==> config.mk <==
export PLATFORM = sky130hd
export DESIGN_NAME = fsi_indicator
export DESIGN_NICKNAME = d
export VERILOG_FILES = /design/src/fsi_pkg.sv /design/src/fsi_flasher.sv /design/src/fsi_indicator.sv
export VERILOG_INCLUDE_DIRS = /design/src
export SDC_FILE = /design/constraint.sdc
export NUM_CORES = 1
export LEC_CHECK = 0
export ABC_AREA = 1
export BUFFER_PORTS_ARGS = -buffer_cell sky130_fd_sc_hd__buf_4
export CORE_AREA = 2 2 147 149
export CTS_CLUSTER_DIAMETER = 80
export DETAILED_ROUTE_END_ITERATION = 16
export DIE_AREA = 0 0 149 151
export GPL_TIMING_DRIVEN = 0
export HOLD_SLACK_MARGIN = 0.03
export PLACE_DENSITY_LB_ADDON = 0.08
export RECOVER_POWER = 100
export SLEW_MARGIN = 10
export SYNTH_ARGS = -nofsm -noshare
export SYNTH_HDL_FRONTEND = slang
export SYNTH_SLANG_ARGS = --single-unit
==> constraint.sdc <==
create_clock -name CLK -period 3.8 [get_ports CLK]
set_input_delay 0.76 -clock CLK [delete_from_list [all_inputs] [get_ports CLK]]
set_output_delay 0.76 -clock CLK [all_outputs]
set_load 0.05 [all_outputs]
==> src/fsi_consts.svh <==
// Constants for the fault status indicator
`ifndef FSI_CONSTS_SVH
`define FSI_CONSTS_SVH
`define FSI_CLK_HZ 50000000
`define FSI_RECOVERY_MIN 5
`define FSI_RECOVERY_CYC (64'h1 * `FSI_RECOVERY_MIN * 60 * `FSI_CLK_HZ)
`define FSI_FLASH_MS 250
`define FSI_FLASH_CYC (`FSI_FLASH_MS * (`FSI_CLK_HZ / 1000))
`define FSI_PAUSE_SLOTS 6
`define FSI_CNT_PHASE 4'h2
`define FSI_CNT_VOLT 4'h3
`define FSI_CNT_FREQ 4'h4
`define FSI_CNT_OC_RAMP 4'h5
`define FSI_CNT_RAMP_TO 4'h6
`define FSI_CNT_TEMP 4'h7
`define FSI_CNT_OC_BYP 4'h8
`define FSI_CNT_UNBAL 4'h9
`endif

==> src/fsi_pkg.sv <==
// Types for the fault status indicator
`default_nettype none
package fsi_pkg;
	typedef enum logic [2:0] {ST_IDLE, ST_RAMPING, ST_BYPASS, ST_RECOVERY, ST_ALARM} fsi_op_type;
	typedef enum logic [3:0] {
		FLT_NONE, FLT_PHASE, FLT_VOLT, FLT_FREQ, FLT_OC_RAMP, FLT_RAMP_TO,
		FLT_TEMP, FLT_OC_BYP, FLT_UNBAL, FLT_INTERNAL
	} fsi_fault_type;
	typedef enum logic [1:0] {VAR_SMALL_STD, VAR_SMALL_HP, VAR_LARGE} fsi_variant_type;
endpackage
`default_nettype wire

==> src/fsi_flasher.sv <==
// Flash-count sequencer for one LED
`default_nettype none
`include "fsi_consts.svh"
module fsi_flasher #(
	parameter int unsigned SLOT_CYC = `FSI_FLASH_CYC,
	parameter int unsigned PAUSE_SLOTS = `FSI_PAUSE_SLOTS
) (
	input wire logic clk,
	input wire logic rst,
	input wire logic run,
	input wire logic [3:0] count,
	output logic led
);
	localparam int unsigned SW = $clog2(SLOT_CYC + 1);
	logic [SW-1:0] tick_q, tick_d;
	logic [4:0] slot_q, slot_d;
	logic [4:0] total;
	logic slot_end;
	always_comb begin
		total = 5'({count, 1'b0}) + 5'(PAUSE_SLOTS);
		slot_end = (tick_q == SW'(SLOT_CYC - 1));
		tick_d = slot_end ? '0 : tick_q + SW'(1);
		slot_d = slot_q;
		if (slot_end) begin
			slot_d = (slot_q >= total - 5'h01) ? 5'h00 : slot_q + 5'h01;
		end
		if (!run) begin
			tick_d = '0;
			slot_d = 5'h00;
		end
	end
	always_ff @(posedge clk) begin
		if (rst) begin
			tick_q <= '0;
			slot_q <= 5'h00;
		end else begin
			tick_q <= tick_d;
			slot_q <= slot_d;
		end
	end
	// On in even slots of the group, then a dark pause
	assign led = run && !slot_q[0] && (slot_q < 5'({count, 1'b0}));
endmodule // fsi_flasher
`default_nettype wire

==> src/fsi_indicator.sv <==
// Fault status indicator top: LEDs, relays and auto-reset recovery
`default_nettype none
`include "fsi_consts.svh"
module fsi_indicator
	import fsi_pkg::*;
#(
	parameter longint unsigned RECOVERY_CYC = `FSI_RECOVERY_CYC,
	parameter int unsigned SLOT_CYC = `FSI_FLASH_CYC,
	parameter fsi_pkg::fsi_variant_type VARIANT = fsi_pkg::VAR_SMALL_STD
) (
	input wire logic CLK,
	input wire logic RST,
	input wire fsi_pkg::fsi_op_type OP_STATE,
	input wire fsi_pkg::fsi_fault_type FAULT,
	input wire logic FAULT_VALID,
	input wire logic PHASE_ONE_OK,
	input wire logic PHASE_TWO_OK,
	input wire logic PHASE_THREE_OK,
	output logic GREEN_LED,
	output logic RED_LED,
	output logic ALARM_RELAY_NO,
	output logic BYPASS_RELAY_NO,
	output logic ALARM_ACTIVE,
	output logic RECOVERING
);
	import fsi_pkg::*;
	localparam int unsigned RW = $clog2(RECOVERY_CYC + 1);

	function automatic logic [3:0] flash_count(input fsi_fault_type f);
		unique case (f)
			FLT_PHASE: flash_count = `FSI_CNT_PHASE;
			FLT_VOLT: flash_count = `FSI_CNT_VOLT;
			FLT_FREQ: flash_count = `FSI_CNT_FREQ;
			FLT_OC_RAMP: flash_count = `FSI_CNT_OC_RAMP;
			FLT_RAMP_TO: flash_count = `FSI_CNT_RAMP_TO;
			FLT_TEMP: flash_count = `FSI_CNT_TEMP;
			FLT_OC_BYP: flash_count = `FSI_CNT_OC_BYP;
			FLT_UNBAL: flash_count = `FSI_CNT_UNBAL;
			default: flash_count = 4'h0;
		endcase
	endfunction

	typedef enum logic [1:0] {AL_CLEAR, AL_FLASH, AL_RECOVER, AL_STEADY} fsi_alarm_type;
	fsi_alarm_type al_q, al_d;
	fsi_fault_type flt_q, flt_d;
	logic [RW-1:0] rec_q, rec_d;
	logic all_phases;
	logic green_d, red_d, arel_d, brel_d;
	logic green_q, red_q, arel_q, brel_q;
	logic red_flash, green_flash;
	logic alarm_view, recov_view, bypass_view, ramp_view;

	always_comb begin
		al_d = al_q;
		flt_d = flt_q;
		rec_d = rec_q;
		all_phases = PHASE_ONE_OK && PHASE_TWO_OK && PHASE_THREE_OK;
		unique case (al_q)
			AL_CLEAR: begin
				if (FAULT_VALID && FAULT != FLT_NONE) begin
					if (FAULT == FLT_INTERNAL) begin
						if (VARIANT == VAR_SMALL_HP) begin
							al_d = AL_STEADY;
						end
					end else begin
						al_d = AL_FLASH;
						flt_d = FAULT;
					end
				end
			end
			AL_FLASH: begin
				// Wrong phase order stays until reset; unbalance waits for all phases
				if (flt_q != FLT_PHASE && (flt_q != FLT_UNBAL || all_phases)) begin
					al_d = AL_RECOVER;
					rec_d = '0;
				end
			end
			AL_RECOVER: begin
				if (rec_q == RW'(RECOVERY_CYC - 1)) begin
					al_d = AL_CLEAR;
					flt_d = FLT_NONE;
				end else begin
					rec_d = rec_q + RW'(1);
				end
			end
			AL_STEADY: begin
				al_d = AL_STEADY;
			end
		endcase
	end

	always_ff @(posedge CLK) begin
		if (RST) begin
			al_q <= AL_CLEAR;
			flt_q <= FLT_NONE;
			rec_q <= '0;
		end else begin
			al_q <= al_d;
			flt_q <= flt_d;
			rec_q <= rec_d;
		end
	end

	fsi_flasher #(.SLOT_CYC(SLOT_CYC)) u_red (
		.clk(CLK),
		.rst(RST),
		.run(al_q == AL_FLASH),
		.count(flash_count(flt_q)),
		.led(red_flash)
	);

	fsi_flasher #(.SLOT_CYC(SLOT_CYC), .PAUSE_SLOTS(0)) u_green (
		.clk(CLK),
		.rst(RST),
		.run(recov_view),
		.count(4'h1),
		.led(green_flash)
	);

	always_comb begin
		alarm_view = (al_q == AL_FLASH) || (al_q == AL_STEADY) || (OP_STATE == ST_ALARM);
		recov_view = !alarm_view && ((al_q == AL_RECOVER) || (OP_STATE == ST_RECOVERY));
		bypass_view = !alarm_view && !recov_view && (OP_STATE == ST_BYPASS);
		ramp_view = !alarm_view && !recov_view && (OP_STATE == ST_RAMPING);
		green_d = recov_view ? green_flash : 1'b1;
		red_d = 1'b0;
		if (al_q == AL_STEADY) begin
			red_d = 1'b1;
		end else if (alarm_view) begin
			red_d = red_flash;
		end
		// Relay output high means the 11/12 (alarm) or 21/24 (bypass) position
		unique case (VARIANT)
			VAR_SMALL_STD: arel_d = alarm_view || ramp_view;
			VAR_SMALL_HP: arel_d = alarm_view;
			default: arel_d = !alarm_view;
		endcase
		brel_d = (VARIANT == VAR_LARGE) && bypass_view;
	end

	always_ff @(posedge CLK) begin
		if (RST) begin
			green_q <= 1'b0;
			red_q <= 1'b0;
			arel_q <= 1'b0;
			brel_q <= 1'b0;
			ALARM_ACTIVE <= 1'b0;
			RECOVERING <= 1'b0;
		end else begin
			green_q <= green_d;
			red_q <= red_d;
			arel_q <= arel_d;
			brel_q <= brel_d;
			ALARM_ACTIVE <= alarm_view;
			RECOVERING <= recov_view;
		end
	end

	assign GREEN_LED = green_q;
	assign RED_LED = red_q;
	assign ALARM_RELAY_NO = arel_q;
	assign BYPASS_RELAY_NO = brel_q;
endmodule // fsi_indicator
`default_nettype wire

==> run metrics <==
status=finished clean; fmax=326 MHz; Tot GR Track Use=15.1%; Post-synth EDFFs=0; sequential area share after synthesis=34.5%; Least-Margin Pin Slew=0.633 ns; synthesized area=6210 µm²; VDD IR max=0.215 mV; number of global-route vias before repair=5368; final setup violation count=0; Core Area=20800 µm²; Hold Path Class=flop to flop; layout cells sized above 1=6.57%; latest clock arrival within the worst-skew pair=0.36 ns; commonest cells after routing, fill and taps aside=nand2_1, inv_1, nor2_1; commonest non-fill, non-tap cell in the layout=nand2_1; final hold violations=0; IO Count=19; RR Startpoint=rec_q[0]; via count=5619; Power Dens Cells=415 nW/µm²; Endpoint, Worst Hold=u_green.tick_q[0]; crit path cell chain=ha_1 -> nand3_1 -> inv_1 -> nand2_1 -> clkinv_1 -> nand3_1 -> nand2_1 -> o21ai_0 -> nand2_2 -> clkbuf_1 -> clkbuf_1 -> nand2_1 -> a21oi_1; FF-to-FF End=rec_q[33]; clock period minus worst slack=3.07 ns; non-filler cells in the finished layout=1218; gr ovfl total=0; largest net degree at the start of global routing=18; WL/cell=13.3 µm; cell mode on critical path=nand2_1; max-slew violation count=0; # port buffers=17; Post-CTS Resized=0; DP Worst Slack=1.07 ns; Worst Path Required=4.08 ns; Slew headroom=57.8%; main combinational cell family by area after synthesis=simple AND/OR/NAND/NOR gates; Seq cells post-synth=107; adder-cell share of the synthesized area=4.83%; Min-Delay Startpoint=u_green.tick_q[0]; Synth Warn #=0; Gate Count Post-Synth=910; Max Cap Violations=0; CTS HTree Levels=3; post-synthesis mux area share=0%; CTS sink count=107; Crit Path Max Fanout=10; critical path arrival=3.35 ns; postcts setup bufs=0; Die Height=151 µm; Starting DRT DRC Count=240; Pleak=2.44 nW; Synthesized Nets=947; CTS Root Cell=clkbuf_16; Syn Area/Cell=6.83 µm²; die area=22500 µm²; CTS buffer count=9; initial antenna violation count=0; Residual DRC=0; CTS tree=built; hold-fix buffers at CTS=0; Critical-path top delay cell=clkbuf_1; Critical Path Start Type=flop; Die Width=149 µm; vias per inst=4.61; final worst setup slack=0.734 ns; compound-cell area share of the yosys netlist=9.54%; CTS clock-pin slew for the worst setup and hold paths=0.08 ns; Layout Skew=0.00990 ns; FF-to-FF path depth=13; post-layout net count=975; Post-Route WL=16200 µm; ys async rst share=0%; worst hold path cell count=1; Setup Crit Path Kind=flop to flop; Cells after DPL=1202; RD Place Congestion=0.840; HPWL Detailed=12600 µm; RSZ-0062 raised after global routing=false; global-route wire length before repair=26900 µm; # rows=53; setup TNS=0 ns; XOR/XNOR Fraction of Synth Area=4.93%; synth unique cells=47; CP Capture Type=flop; Area Overhead vs Synth=10.7%; Pre-Repair DR Iteration Count=6; r2r setup slk=0.73 ns; clock tree buffer depth=2; most used flip-flop cell after synthesis=dfxtp_1; Detail Route Antenna Nets=0; Starting Density=29.8%; Synth Area in Simple Gates=36.7%; fin crit share=80.7%; ant diodes=0; max incr delay on CP=0.47 ns
worst max-delay path by stage:
stage,depth (start not counted),from,to
floorplan,14,FAULT[3],u_red.count[0]
global placement,15,FAULT[3],u_red.count[3]
detailed placement,15,FAULT[3],u_red.count[3]
CTS,15,rec_q[0],u_red.count[3]
global route,13,rec_q[0],rec_q[8]
finish,13,rec_q[0],rec_q[33]
kinds of logic after synthesis:
| family | count (synthesis) |
|---|---|
| simple gates | 488 |
| buf+inv | 147 |
| compound gates | 108 |
| flops | 107 |
| xor+xnor | 35 |
| fa+ha+maj | 24 |
| other cells | 1 |
where the power goes:
part | switching (mW) | internal [mW]
combinational | 0.548 | 0.187
sequential | 0.0406 | 1.18
clock | 0.449 | 0.449
total | 1.04 | 1.82
worst max-delay path, delay by kind of cell (launching register included):
family / cells / cell delay [ns]
compound gates: 2 / 0.30
fa+ha+maj: 1 / 0.23
buf+inv: 4 / 1.11
flops: 1 / 0.43
simple gates: 6 / 0.92
layout make-up:
class	instances	area (µm²)
clock buffer	11	233
fill	2380	13900
clock inverter	5	37.5
sequential	107	2140
buffer	19	80.1
tap	275	344
inverter	128	480
multi-input combinational	656	3460
timing repair buffer	17	109
per-stage QoR:
step	power, mW	utilization (%)	hold WS (ns)	instance area [µm²]
floorplan	1.81	-	0.418	6210
global placement	2.07	32.1	0.436	6690
detailed placement	2.06	32.1	0.443	6690
CTS	2.99	33.4	0.460	6960
global route	3.06	33.0	0.486	6880
finish	2.86	33.0	0.451	6880
layer usage:
layer / share of wire (%) / wire [µm] / global-route usage [%] / up-vias
li1: - / - / - / 2996
met1: 48 / 7730 / 18.7 / 2566
met2: 49 / 7950 / 27.0 / 47
met3: 2.5 / 401 / 3.28 / 10
met4: 0.80 / 130 / 3.14 / 0
met5: 0 / 0 / 0 / -
synth_stat cells, types with 5 or more instances:
cell | n | area share, %
xor2_1 | 32 | 4.5
nor3b_1 | 9 | 1.1
nand4_1 | 23 | 2.3
o21ai_0 | 23 | 1.9
a21oi_1 | 63 | 5.1
nand3_1 | 40 | 3.2
inv_2 | 6 | 0.36
buf_2 | 8 | 0.64
o21a_1 | 5 | 0.60
ha_1 | 24 | 4.8
nor2_1 | 112 | 6.8
nor2_4 | 6 | 1.1
nand3b_1 | 6 | 0.72
inv_1 | 122 | 7.4
dfxtp_1 | 107 | 34
nor4_1 | 10 | 1.0
nor3_1 | 45 | 3.6
nand3_2 | 8 | 1.3
nand2_1 | 209 | 13
registers in the layout, indices dropped and copies added, names as in the netlist:
name / flops
ALARM_ACTIVE: 1
rec_q: 34
u_red.tick_q: 24
GREEN_LED: 1
u_green.slot_q: 5
u_red.count: 4
al_q: 2
RECOVERING: 1
u_green.tick_q: 24
flt_q: 4
u_red.slot_q: 5
RED_LED: 1
ALARM_RELAY_NO: 1
Note: power is estimated with default switching activity, not from simulation.
